### config.mk
export PLATFORM = sky130hd
export DESIGN_NAME = pciu_top
export DESIGN_NICKNAME = d
export VERILOG_FILES = /design/src/logic/pciu_pkg.sv /design/src/logic/pciu_group_flag.sv /design/src/logic/pciu_pin_sync.sv /design/src/logic/pciu_top.sv
export SDC_FILE = /design/constraint.sdc
export NUM_CORES = 1
export LEC_CHECK = 0
export BUFFER_PORTS_ARGS = -buffer_cell sky130_fd_sc_hd__buf_2
export CORE_ASPECT_RATIO = 0.75
export CORE_MARGIN = 2
export CORE_UTILIZATION = 50
export CTS_CLUSTER_SIZE = 40
export DETAILED_ROUTE_END_ITERATION = 8
export PLACE_DENSITY = 0.73
export SETUP_SLACK_MARGIN = 0.5
export SLEW_MARGIN = 20
export SYNTH_ARGS = -nofsm -noshare
export SYNTH_HDL_FRONTEND = slang
export SYNTH_SLANG_ARGS = --single-unit
### constraint.sdc
create_clock -name clk_i -period 2.2 [get_ports clk_i]
set_input_delay 0.66 -clock clk_i [delete_from_list [all_inputs] [get_ports clk_i]]
set_output_delay 0.66 -clock clk_i [all_outputs]
set_load 0.005 [all_outputs]
### src/logic/pciu_pkg.sv
`default_nettype none
package pciu_pkg;

  // ----------------------------------------------------------------
  // geometry
  // ----------------------------------------------------------------
  localparam int PCIU_GROUPS = 5;
  localparam int PCIU_PINS_PER_GROUP = 8;
  localparam int PCIU_PINS = PCIU_GROUPS * PCIU_PINS_PER_GROUP;
  localparam int PCIU_ADR_W = 10;
  localparam int PCIU_DAT_W = 32;
  localparam int PCIU_SEL_W = 4;
  localparam int PCIU_IDX_W = 8;
  localparam int PCIU_IDX_LSB = 2;

  // ----------------------------------------------------------------
  // register indices, byte address is four times the index
  // ----------------------------------------------------------------
  localparam logic [7:0] PCIU_IDX_GROUP_FLAGS = 8'h3B;
  localparam logic [7:0] PCIU_IDX_GROUP_ENABLES = 8'h68;
  localparam logic [7:0] PCIU_IDX_MASK_GROUP0 = 8'h6B;
  localparam logic [7:0] PCIU_IDX_MASK_GROUP1 = 8'h6C;
  localparam logic [7:0] PCIU_IDX_MASK_GROUP2 = 8'h6D;
  localparam logic [7:0] PCIU_IDX_MASK_GROUP3 = 8'h73;
  localparam logic [7:0] PCIU_IDX_MASK_GROUP4 = 8'h74;
  localparam logic [7:0] PCIU_IDX_GLOBAL_ENABLE = 8'h80;
  localparam logic [7:0] PCIU_IDX_EVENT_STATUS = 8'h81;
  localparam logic [7:0] PCIU_IDX_EVENT_MASK = 8'h82;

  // ----------------------------------------------------------------
  // field layout and reset values
  // ----------------------------------------------------------------
  localparam int PCIU_GLOBAL_BIT = 0;
  localparam int PCIU_WRITE_LANE = 0;
  localparam logic [2:0] PCIU_MASK_NONE = 3'h7;
  localparam logic [7:0] PCIU_MASK_RST = 8'h00;
  localparam logic [4:0] PCIU_GROUP_RST = 5'h00;
  localparam logic [31:0] PCIU_DAT_ZERO = 32'h00000000;

  // ----------------------------------------------------------------
  // carriers
  // ----------------------------------------------------------------
  typedef struct packed {
    logic cyc;
    logic stb;
    logic we;
    logic [PCIU_ADR_W-1:0] adr;
    logic [PCIU_SEL_W-1:0] sel;
    logic [PCIU_DAT_W-1:0] dat;
  } pciu_wb_req_t;

  typedef struct packed {
    logic ack;
    logic [PCIU_DAT_W-1:0] dat;
  } pciu_wb_rsp_t;

  // port b sits in the low byte when the struct is flattened
  typedef struct packed {
    logic [7:0] port_f_pin;
    logic [7:0] port_e_pin;
    logic [7:0] port_d_pin;
    logic [7:0] port_c_pin;
    logic [7:0] port_b_pin;
  } pciu_pins_t;

endpackage
`default_nettype wire

### src/logic/pciu_group_flag.sv
`timescale 1ns/1ps
`default_nettype none
module pciu_group_flag (
  // clock and reset
  input wire logic clk_i,
  input wire logic rst_i,
  // pin side
  input wire logic [7:0] change_i,
  input wire logic [7:0] mask_i,
  // clear sources
  input wire logic sw_clear_i,
  input wire logic handler_ack_i,
  // enables
  input wire logic group_enable_i,
  input wire logic global_enable_i,
  // results
  output logic flag_o,
  output logic set_o,
  output logic request_o
);
  import pciu_pkg::*;

  logic next_flag, next_set, next_request;

  // ----------------------------------------------------------------
  // flag and request
  // ----------------------------------------------------------------
  // a new change beats any clear landing in the same cycle
  always_comb
  begin
    next_set = |(change_i & mask_i);
    next_flag = next_set | (flag_o & ~sw_clear_i & ~handler_ack_i);
    next_request = next_flag & group_enable_i & global_enable_i;
  end

  // state registers
  always_ff @(posedge clk_i)
  begin
    if (rst_i)
    begin
      flag_o <= 1'b0;
      set_o <= 1'b0;
      request_o <= 1'b0;
    end
    else
    begin
      flag_o <= next_flag;
      set_o <= next_set;
      request_o <= next_request;
    end
  end

endmodule // pciu_group_flag
`default_nettype wire

### src/logic/pciu_pin_sync.sv
`timescale 1ns/1ps
`default_nettype none
module pciu_pin_sync (
  // clock and reset
  input wire logic clk_i,
  input wire logic rst_i,
  // pad level, any direction
  input wire logic pin_i,
  // one-cycle pulse per accepted level change
  output logic change_o
);
  import pciu_pkg::*;

  logic s1, s2, s3, level, primed;
  logic fill1, fill2, fill3;
  logic next_s1, next_s2, next_s3, next_level, next_primed, next_change;
  logic next_fill1, next_fill2, next_fill3;

  // ----------------------------------------------------------------
  // three-stage synchroniser and edge detector
  // ----------------------------------------------------------------
  // s1 is read by s2 only; a level counts once s2 and s3 agree
  always_comb
  begin
    next_s1 = pin_i;
    next_s2 = s1;
    next_s3 = s2;
    next_level = level;
    next_primed = primed;
    next_change = 1'b0;
    // the fill chain marks when s3 holds a real pad sample, not the reset zero
    next_fill1 = 1'b1;
    next_fill2 = fill1;
    next_fill3 = fill2;
    if (fill3 && (s2 == s3))
    begin
      next_level = s3;
      next_primed = 1'b1;
      // rising and falling edges both count, first level after reset does not
      next_change = primed && (s3 != level);
    end
  end

  // state registers
  always_ff @(posedge clk_i)
  begin
    if (rst_i)
    begin
      s1 <= 1'b0;
      s2 <= 1'b0;
      s3 <= 1'b0;
      level <= 1'b0;
      primed <= 1'b0;
      change_o <= 1'b0;
      fill1 <= 1'b0;
      fill2 <= 1'b0;
      fill3 <= 1'b0;
    end
    else
    begin
      s1 <= next_s1;
      s2 <= next_s2;
      s3 <= next_s3;
      level <= next_level;
      primed <= next_primed;
      change_o <= next_change;
      fill1 <= next_fill1;
      fill2 <= next_fill2;
      fill3 <= next_fill3;
    end
  end

endmodule // pciu_pin_sync
`default_nettype wire

### src/logic/pciu_top.sv
// Our own choice: the Wishbone interface to the registers.
`timescale 1ns/1ps
`default_nettype none
module pciu_top (
  // clock and reset
  input wire logic clk_i,
  input wire logic rst_i,
  // wishbone slave
  input wire pciu_pkg::pciu_wb_req_t wb_req_i,
  output var pciu_pkg::pciu_wb_rsp_t wb_rsp_o,
  // port pins, sampled whatever their direction
  input wire pciu_pkg::pciu_pins_t pins_i,
  // processor interrupt logic
  input wire logic [pciu_pkg::PCIU_GROUPS-1:0] handler_ack_i,
  output logic [pciu_pkg::PCIU_GROUPS-1:0] group_request_o,
  // summary interrupt
  output var logic irq_o
);
  import pciu_pkg::*;

  // ----------------------------------------------------------------
  // declarations
  // ----------------------------------------------------------------
  // pin side
  logic [PCIU_PINS-1:0] pin_vec;
  logic [PCIU_PINS-1:0] pin_change;
  // group side
  logic [PCIU_GROUPS-1:0] group_flag;
  logic [PCIU_GROUPS-1:0] group_set;
  logic [PCIU_GROUPS-1:0] flag_clear;
  // register state
  logic [PCIU_GROUPS-1:0] group_enable;
  logic [PCIU_GROUPS-1:0] next_group_enable;
  logic [7:0] mask_reg [PCIU_GROUPS];
  logic [7:0] next_mask_reg [PCIU_GROUPS];
  logic global_enable;
  logic next_global_enable;
  logic [PCIU_GROUPS-1:0] event_status;
  logic [PCIU_GROUPS-1:0] next_event_status;
  logic [PCIU_GROUPS-1:0] event_mask;
  logic [PCIU_GROUPS-1:0] next_event_mask;
  // summary interrupt and bus decode
  logic status_read_clear;
  logic next_irq;
  pciu_wb_rsp_t next_wb_rsp;
  logic req_new;
  logic wr_low;
  logic [PCIU_IDX_W-1:0] req_idx;
  logic [2:0] wr_slot;
  logic [2:0] rd_slot;
  logic [7:0] wr_byte;

  // ----------------------------------------------------------------
  // decoding helpers
  // ----------------------------------------------------------------
  // maps a register index onto its mask register, or none
  // shared by the write and read paths so both agree on the map
  function automatic logic [2:0] mask_slot(input logic [PCIU_IDX_W-1:0] idx);
    logic [2:0] slot;
    slot = PCIU_MASK_NONE;
    unique case (idx)
      PCIU_IDX_MASK_GROUP0: slot = 3'h0;
      PCIU_IDX_MASK_GROUP1: slot = 3'h1;
      PCIU_IDX_MASK_GROUP2: slot = 3'h2;
      PCIU_IDX_MASK_GROUP3: slot = 3'h3;
      PCIU_IDX_MASK_GROUP4: slot = 3'h4;
      default: slot = PCIU_MASK_NONE;
    endcase
    return slot;
  endfunction

  // widens a group-wide field into a bus word, upper bits zero
  function automatic logic [PCIU_DAT_W-1:0] group_word(input logic [PCIU_GROUPS-1:0] bits);
    logic [PCIU_DAT_W-1:0] word;
    word = PCIU_DAT_ZERO;
    word[PCIU_GROUPS-1:0] = bits;
    return word;
  endfunction

  // keeps the group bits of a written byte, bits 7:5 have no storage
  function automatic logic [PCIU_GROUPS-1:0] group_field(input logic [7:0] value);
    logic [PCIU_GROUPS-1:0] bits;
    bits = value[PCIU_GROUPS-1:0];
    return bits;
  endfunction

  // widens a byte into a bus word
  function automatic logic [PCIU_DAT_W-1:0] byte_word(input logic [7:0] value);
    logic [PCIU_DAT_W-1:0] word;
    word = PCIU_DAT_ZERO;
    word[7:0] = value;
    return word;
  endfunction

  // ----------------------------------------------------------------
  // pin change detection
  // ----------------------------------------------------------------
  // port b lands on pins 7:0, then c, d, e, and port f on 39:32
  assign pin_vec = pins_i;

  // one synchroniser per pad; the pad level is watched even when driven
  // by the port itself, so toggling an output makes a software interrupt
  // limitation: pads are sampled on clk_i, so a change is only seen while
  // the clock runs; a sleep mode that stops clk_i needs a separate
  // asynchronous wake path in front of this block
  generate
    for (genvar p = 0; p < PCIU_PINS; p++)
    begin : g_pin
      pciu_pin_sync u_sync (
        .clk_i(clk_i),
        .rst_i(rst_i),
        .pin_i(pin_vec[p]),
        .change_o(pin_change[p])
      );
    end
  endgenerate

  // ----------------------------------------------------------------
  // group flags and requests
  // ----------------------------------------------------------------
  // each group sees only its own port and raises only its own request
  // the request is registered inside the group, so an enable write shows
  // on group_request_o one cycle after the write is acknowledged
  generate
    for (genvar g = 0; g < PCIU_GROUPS; g++)
    begin : g_group
      pciu_group_flag u_flag (
        .clk_i(clk_i),
        .rst_i(rst_i),
        .change_i(pin_change[g*PCIU_PINS_PER_GROUP +: PCIU_PINS_PER_GROUP]),
        .mask_i(mask_reg[g]),
        .sw_clear_i(flag_clear[g]),
        .handler_ack_i(handler_ack_i[g]),
        .group_enable_i(group_enable[g]),
        .global_enable_i(global_enable),
        .flag_o(group_flag[g]),
        .set_o(group_set[g]),
        .request_o(group_request_o[g])
      );
    end
  endgenerate

  // ----------------------------------------------------------------
  // bus request decode
  // ----------------------------------------------------------------
  // a request is served once; ack drops the cycle after it rises
  // the ack term keeps a held request from being taken a second time
  // only byte lane 0 carries register data; other lanes are ignored
  always_comb
  begin
    req_new = wb_req_i.cyc & wb_req_i.stb & ~wb_rsp_o.ack;
    wr_low = req_new & wb_req_i.we & wb_req_i.sel[PCIU_WRITE_LANE];
    req_idx = wb_req_i.adr[PCIU_IDX_LSB +: PCIU_IDX_W];
    wr_slot = mask_slot(req_idx);
    rd_slot = mask_slot(req_idx);
    wr_byte = wb_req_i.dat[7:0];
  end

  // write-one strobes for the group flags, a zero leaves a flag alone
  // a pin change in the same cycle still wins inside the group flag
  always_comb
  begin
    flag_clear = PCIU_GROUP_RST;
    if (wr_low && (req_idx == PCIU_IDX_GROUP_FLAGS))
    begin
      flag_clear = group_field(wr_byte);
    end
  end

  // ----------------------------------------------------------------
  // control registers
  // ----------------------------------------------------------------
  // next values of the enables and the summary interrupt mask
  // a write with byte lane 0 low is acknowledged but changes nothing
  always_comb
  begin
    next_group_enable = group_enable;
    next_global_enable = global_enable;
    next_event_mask = event_mask;
    if (wr_low)
    begin
      if (req_idx == PCIU_IDX_GROUP_ENABLES)
      begin
        next_group_enable = group_field(wr_byte);
      end
      if (req_idx == PCIU_IDX_GLOBAL_ENABLE)
      begin
        next_global_enable = wr_byte[PCIU_GLOBAL_BIT];
      end
      if (req_idx == PCIU_IDX_EVENT_MASK)
      begin
        next_event_mask = group_field(wr_byte);
      end
    end
  end

  // control state registers
  // enables clear on reset so no request can reach the core early
  always_ff @(posedge clk_i)
  begin
    if (rst_i)
    begin
      group_enable <= PCIU_GROUP_RST;
      global_enable <= 1'b0;
      event_mask <= PCIU_GROUP_RST;
    end
    else
    begin
      group_enable <= next_group_enable;
      global_enable <= next_global_enable;
      event_mask <= next_event_mask;
    end
  end

  // ----------------------------------------------------------------
  // mask registers
  // ----------------------------------------------------------------
  // one register per group; a cleared bit keeps its pin out of the flag
  generate
    for (genvar g = 0; g < PCIU_GROUPS; g++)
    begin : g_mask
      // a write to this group's index replaces the whole byte
      // the slot decode matches at most one group
      always_comb
      begin
        next_mask_reg[g] = mask_reg[g];
        if (wr_low && (wr_slot == 3'(g)))
        begin
          next_mask_reg[g] = wr_byte;
        end
      end

      // mask state, all clear after reset so no pin is watched
      always_ff @(posedge clk_i)
      begin
        if (rst_i)
        begin
          mask_reg[g] <= PCIU_MASK_RST;
        end
        else
        begin
          mask_reg[g] <= next_mask_reg[g];
        end
      end
    end
  endgenerate

  // ----------------------------------------------------------------
  // read path
  // ----------------------------------------------------------------
  // read data is latched with ack; unmapped indices answer zero
  // keeping dat at zero outside ack lets the fabric simply or the slaves
  always_comb
  begin
    next_wb_rsp.ack = req_new;
    next_wb_rsp.dat = PCIU_DAT_ZERO;
    status_read_clear = 1'b0;
    if (req_new && !wb_req_i.we)
    begin
      if (rd_slot != PCIU_MASK_NONE)
      begin
        next_wb_rsp.dat = byte_word(mask_reg[rd_slot]);
      end
      else
      begin
        unique case (req_idx)
          PCIU_IDX_GROUP_FLAGS: next_wb_rsp.dat = group_word(group_flag);
          PCIU_IDX_GROUP_ENABLES: next_wb_rsp.dat = group_word(group_enable);
          PCIU_IDX_GLOBAL_ENABLE: next_wb_rsp.dat[PCIU_GLOBAL_BIT] = global_enable;
          PCIU_IDX_EVENT_MASK: next_wb_rsp.dat = group_word(event_mask);
          PCIU_IDX_EVENT_STATUS:
          begin
            next_wb_rsp.dat = group_word(event_status);
            status_read_clear = 1'b1;
          end
          default: next_wb_rsp.dat = PCIU_DAT_ZERO;
        endcase
      end
    end
  end

  // bus answer register
  // ack is a single-cycle pulse; the master must drop stb at that edge
  always_ff @(posedge clk_i)
  begin
    if (rst_i)
    begin
      wb_rsp_o.ack <= 1'b0;
      wb_rsp_o.dat <= PCIU_DAT_ZERO;
    end
    else
    begin
      wb_rsp_o <= next_wb_rsp;
    end
  end

  // ----------------------------------------------------------------
  // event status and summary interrupt
  // ----------------------------------------------------------------
  // a flag set in the cycle of a clearing read stays recorded
  // the interrupt is taken from the next values so irq_o and the status
  // register change on the same edge
  always_comb
  begin
    next_event_status = event_status;
    if (status_read_clear)
    begin
      next_event_status = PCIU_GROUP_RST;
    end
    next_event_status = next_event_status | group_set;
    next_irq = |(next_event_status & next_event_mask);
  end

  // event state registers
  // irq_o comes straight from this register
  always_ff @(posedge clk_i)
  begin
    if (rst_i)
    begin
      event_status <= PCIU_GROUP_RST;
      irq_o <= 1'b0;
    end
    else
    begin
      event_status <= next_event_status;
      irq_o <= next_irq;
    end
  end

endmodule // pciu_top
`default_nettype wire

After elaboration in Yosys (flattened, before gate mapping)
Memory sizes are Yosys's and may differ from the RTL's.
Cells that the tools add are included.
{ "totals": {"mem_count": 1, "output_inout_bits": 39, "ramBits": 40, "inputBits": 96, "reg_bits": 308} }
{ "mem_list": {"columns": ["memory", "depth", "width", "read_ports", "rd_ports_with_merged_regs", "write_ports", "line_no", "text"], "rows": [
  ["mask_reg", 5, 8, 6, 0, 5, "pciu_top.sv:34", "logic [7:0] mask_reg [PCIU_GROUPS];"]
]} }
{ "op_classes": {"mux": 24, "reduce_logical": 139, "n_eq_ne": 95, "n_bitwise": 93} }
{ "op_table": {"columns": ["operator", "n"], "rows": [
  ["8-bit 2-to-1 mux", 11],
  ["1-bit logical AND", 87],
  ["2-bit OR reduction", 41],
  ["1-bit inverter", 52],
  ["8-bit by 7-bit equality test with 1-bit output, second input constant", 6],
  ["8-bit bitwise AND", 5],
  ["1-bit equality test", 40],
  ["1-bit inequality test", 40],
  ["8-bit OR reduction", 5],
  ["1-bit bitwise AND", 24],
  ["8-bit equality test, second input constant", 3],
  ["5-bit 2-to-1 mux", 4],
  ["4-bit one-hot mux with 4 select lines", 1],
  ["3-bit one-hot mux with 5 select lines", 1],
  ["1-bit OR", 10],
  ["8-bit by 6-bit equality test with 1-bit output, second input constant", 1],
  ["3-bit by 2-bit equality test with 1-bit output, second input constant", 2],
  ["1-bit 2-to-1 mux", 6],
  ["5-bit bitwise AND", 1],
  ["5-bit OR", 1],
  ["1-bit one-hot mux with 5 select lines", 1],
  ["5-bit OR reduction", 1],
  ["2-bit AND reduction", 2],
  ["3-bit by 1-bit equality test with 1-bit output, second input constant", 1],
  ["other kinds (5)", 5]
]} }

Longest topological paths before layout
{ "depth": {"ltp_word": 12, "ltp_mapped": 8, "mapped_depth_nobuf": 6} }

Cells and area by module
From an unflattened synthesis, not the netlist that was laid out.
{ "hier_totals": {"cells_unflattened": 1526, "area_unflattened_um2": 16087.9} }
{ "modules_own_cells": {"columns": ["mod", "area_each_um2", "cells_each", "instances"], "rows": [
  ["pciu_pin_sync", 306.5, 28, 40],
  ["pciu_top", 3131.8, 341, 1],
  ["pciu_group_flag", 138.9, 13, 5]
]} }

Worst setup path after synthesis
Ideal clock, no wire load.
{ "synth_path": {"kind": "input to register", "from": "in wb_req_i[42] (netlist bit)", "to": "reg irq_o", "setup_ns": 0.120, "n_path_buf": 1, "t_arrival_ns": 1.998, "stages": 7, "setup_slack_ns": 0.083, "cell_sequence": "nor4b_2 and2_2 and3_4 buf_6 mux2i_1 o22ai_1 o31a_1"} }
{ "synth_between": {"elab_chain_cells": 9} }
{ "synth_lines": {"columns": ["item", "line_no", "text"], "rows": [
  ["from (decl)", "pciu_top.sv:9", "input wire pciu_pkg::pciu_wb_req_t wb_req_i,"],
  ["8-bit by 7-bit equality test with 1-bit output", "pciu_top.sv:61", "unique case (idx)"],
  ["3-bit one-hot mux with 5 select lines", "pciu_top.sv:61", null],
  ["3-bit inequality test", "pciu_top.sv:260", "if (rd_slot != PCIU_MASK_NONE)"],
  ["1-bit 2-to-1 mux", "pciu_top.sv:260", null],
  ["1-bit 2-to-1 mux", "pciu_top.sv:258", "if (req_new && !wb_req_i.we)"],
  ["5-bit 2-to-1 mux", "pciu_top.sv:306", "if (status_read_clear)"],
  ["5-bit OR", "pciu_top.sv:310", "next_event_status = next_event_status | group_set;"],
  ["5-bit bitwise AND (*)", "pciu_top.sv:311", "next_irq = |(next_event_status & next_event_mask);"],
  ["5-bit OR reduction (*)", "pciu_top.sv:311", null],
  ["to (signal assigned)", "pciu_top.sv:326", "irq_o <= next_irq;"],
  ["to (decl)", "pciu_top.sv:17", "output var logic irq_o"]
]} }
Every way passes the cells marked *; elsewhere a longest branch is shown, timed or not.
A chain may end at the register's enable or synchronous reset.

Final worst setup path
{ "layout_path": {"from": "reg wb_rsp_o[32] (netlist bit)", "to": "reg irq_o"} }
{ "layout_between": {"elab_chain_cells": 8} }
{ "layout_lines": {"columns": ["item", "line_no", "text"], "rows": [
  ["from (decl)", "pciu_top.sv:10", "output var pciu_pkg::pciu_wb_rsp_t wb_rsp_o,"],
  ["from (signal assigned)", "pciu_top.sv:293", "wb_rsp_o <= next_wb_rsp;"],
  ["1-bit inverter (*)", "pciu_top.sv:151", "req_new = wb_req_i.cyc & wb_req_i.stb & ~wb_rsp_o.ack;"],
  ["1-bit bitwise AND (*)", "pciu_top.sv:151", null],
  ["1-bit logical AND", "pciu_top.sv:258", null],
  ["1-bit 2-to-1 mux", "pciu_top.sv:258", null],
  ["5-bit 2-to-1 mux", "pciu_top.sv:306", null],
  ["5-bit OR", "pciu_top.sv:310", null],
  ["5-bit bitwise AND (*)", "pciu_top.sv:311", null],
  ["5-bit OR reduction (*)", "pciu_top.sv:311", null]
]} }
Marked as above.

==> metrics.md <==
| Metric | Value |
|---|---|
| Mux cell area share after synthesis | `about 5%` |
| Total CTS buffers | `31` |
| Worst-path clk slew | `60 ps` |
| Die X | `183 µm` |
| Top-count cell post-synth | `dfxtp_1` |
| I/O Buffers | `81` |
| Largest net degree at the start of global routing | `60` |
| Peak VDD IR | `0.613 mV` |
| Placed cells | `between 1500 and 2000` |
| Worst EP arrival | `2220 ps` |
| Crit path setup slack, layout | `about 430 ps` |
| Synth top area share | `54.0%` |
| Vias in the first global route | `approximately 8200` |
| Critical Path Sink Type | `register` |
| Critical Path, Cell by Cell | `and3b_1 > and3_4 > and3_4 > mux2i_2 > o22ai_1 > o31a_1` |
| # diodes | `0` |
| Clock Sinks | `roughly 320` |
| Register bit total from synthesis | `~320` |
| Worst hold path class | `input port to register` |
| Routed Antenna Nets | `0` |
| Die area | `25300 µm²` |
| WHS | `between 300 and 400 ps` |
| Post-route cell area | `14000 µm²` |
| Number of flops mapped to enable cells by yosys | `0` |
| Critical setup path kind | `register to register` |
| Critical path launch point type | `register` |
| Synthesized instance count | `1298` |
| Post-synth top flop | `dfxtp_1` |
| Unrepaired setup endpoints after global routing | `yes` |
| Final #Nets | `1496` |
| Sequential Area | `6490 µm²` |
| Avg Inst Size Synth | `roughly 9.3 µm²` |
| FFs w/ async S/R, synth | `0%` |
| Post-CTS Hold Buffers | `0` |
| Routed WL | `~25000 µm` |
| Synth top cells by count | `dfxtp_1 (324), nor2_1 (155), nand2_1 (138)` |
| CP delay by family, top | `simple AND/OR/NAND/NOR gates` |
| GP Congestion | `just under 0.9` |
| Avg WL per Cell | `14.6 µm` |
| Via Count | `8926` |
| CP required | `2640 ps` |
| Die height | `138 µm` |
| Worst slew margin | `approximately three fifths` |
| CTS Buffer Depth | `3` |
| Critical path's largest stage delay | `320 ps` |
| DRC viols | `0` |
| Dpl ws | `-164 ps` |
| P&R area growth vs syn | `16.5%` |
| CP Buf/Inv Count | `0` |
| Final HPWL DP | `16600 µm` |
| Initial drt markers | `715` |
| Share of cells above drive strength 1 | `16.6%` |
| CTS tree | `done` |
| Max frequency | `0.564 GHz` |
| Initial antenna violation count | `0` |
| Synth cell types | `48` |
| Leak pwr | `5.98 nW` |
| H-tree Lvls | `1` |
| Worst-Margin Slew | `slightly below 600 ps` |
| Period utilization | `80.5%` |
| Post-DP Area | `12900 µm²` |
| Outcome | `completed` |
| XOR/XNOR share of the synthesized area | `0%` |
| Placeable Area | `23800 µm²` |
| Synth Area in Simple Gates | `22.1%` |
| CP max FO | `5` |
| Fillers | `2080` |
| PD cells | `822 nW/µm²` |
| Drt pass-1 iters | `5` |
| Overall Global Routing Usage | `19.5%` |
| Dominant cells by area after synthesis | `dfxtp_1 (54%), nor2b_1 (6.6%), mux2i_1 (5.0%)` |
| Seq/Total Area, Yosys | `54.0%` |
| Latest clock arrival within the worst-skew pair | `550 ps` |
| Number of vias per cell | `5.17` |
| Final Slew Violations | `0` |
| Main combinational cell family by area after synthesis | `simple AND/OR/NAND/NOR gates` |
| Final Skew | `7.94 ps` |
| Ys Warns | `0` |
| Grt total ovfl | `0` |
| First-pass GRT wire length | `40900 µm` |
| Final Hold Viols | `0` |
| Synth Area in Compound Gates | `14.6%` |
| Setup violators final | `0` |
| Io pins | `roughly 140` |
| Adder-cell share of the synthesized area | `0%` |
| Row count | `49` |
| Max Cap Violations | `0` |
| Largest area contributor in the netlist | `dfxtp_1` |
| Starting Density | `50.5%` |
| Pwr Total | `approximately 12 mW` |
| Slowest-stage cell, CP | `dfxtp_2` |
| Most used cell, CP | `and3_4` |
| Layout Cells excl Fill | `between 1500 and 2000` |
| Mapped Area | `12000 µm²` |
| Clk root buf | `clkbuf_16` |
| Post-layout min period | `between 1500 and 2000 ps` |
| Area of the multi-input gates | `about 5200 µm²` |
-- cells in the final DEF, fill, tap and decap left out, drive strengths merged --
cell type and n:
and3 48, buf 138, a211oi 6, a41oi 5
nor2b 126, mux2i 60, clkinv 10, and4b 1
nor2 156, o21ai 89, nand2b 41, bufinv 1
nand3b 2, o31a 1, nand3 5, a221oi 4
dfxtp 324, and2 2, a31o 5, o22ai 3
a31oi 1, or3 1, and4 2, conb 24
and3b 2, a22oi 26, a21oi 94, a21o 43
nand2 138, inv 5, nand4 1, nand4b 2
nor4b 2, clkbuf 42, o2bb2ai 10, and2b 1
-- power by group --
| part | internal [mW] | switching, mW | total (mW) | leakage (nW) |
|---|---|---|---|---|
| clock | 2.77 | 2.17 | 4.94 | 0.470 |
| sequential | 6.00 | 0.0757 | 6.07 | 2.64 |
| combinational | 0.210 | 0.287 | 0.497 | 2.88 |
| total | 8.98 | 2.53 | 11.5 | 5.98 |
-- cell families (layout without fill, tap and decap cells) --
kind of cell / count (synthesis) / in the layout
compound gates: 287 / 287
buf+inv: 96 / 196
flops: 324 / 324
mux: 60 / 60
other cells: 1 / 24
simple gates: 530 / 530
-- final timing paths --
kind	end	slack [ps]	cells after the start	startpoint
setup reg to reg	irq_o	430	6	wb_rsp_o[32]
setup / recovery	irq_o	430	6	wb_rsp_o[32]
hold reg to reg	g_pin[8].u_sync.next_s3	430	1	g_pin[8].u_sync.next_s2
hold / removal	g_pin[30].u_sync.next_s2	310	2	pins_i[30]
-- stage by stage --
step / TNS [ps] / utilization (%)
2_1_floorplan: 0 / -
3_3_place_gp: -189 / 54.1
3_5_place_dp: -338 / 54.1
4_1_cts: 0 / 58.3
5_1_grt: 0 / 58.9
6_report: 0 / 58.9
-- routing by layer --
| metal | GRT usage, % | vias up | part of all wire [%] | routed length, µm |
|---|---|---|---|---|
| met5 | 0 | - | 0 | 0 |
| met4 | 4.04 | 0 | 1.4 | 345 |
| met3 | 3.24 | 35 | 5.5 | 1370 |
| met2 | 30.8 | 208 | 44 | 11000 |
| met1 | 28.2 | 4157 | 49 | 12400 |
| li1 | - | 4526 | - | - |
-- layout make-up --
cell class / count / share of cell area [%]
clock buffers: 41 / 5.95
clock inverters: 13 / 0.715
inverters: 3 / 0.0804
multi-input cells: 901 / 37.4
flip-flops and latches: 324 / 46.4
well taps: 306 / 2.73
repair buffers: 139 / 6.69
-- what timing repair did --
item	CTS	global route
resized for setup	9	23
pin swaps	3	10
setup buffers	3	6
setup endpoints to repair	8	44
-- worst reg2reg max path, stage by stage (launching register included) --
cell	delay [ps]
dfxtp_2	320
and3b_1	230
and3_4	200
and3_4	270
mux2i_2	260
o22ai_1	100
o31a_1	280
Power figures use the tool's default switching activity.
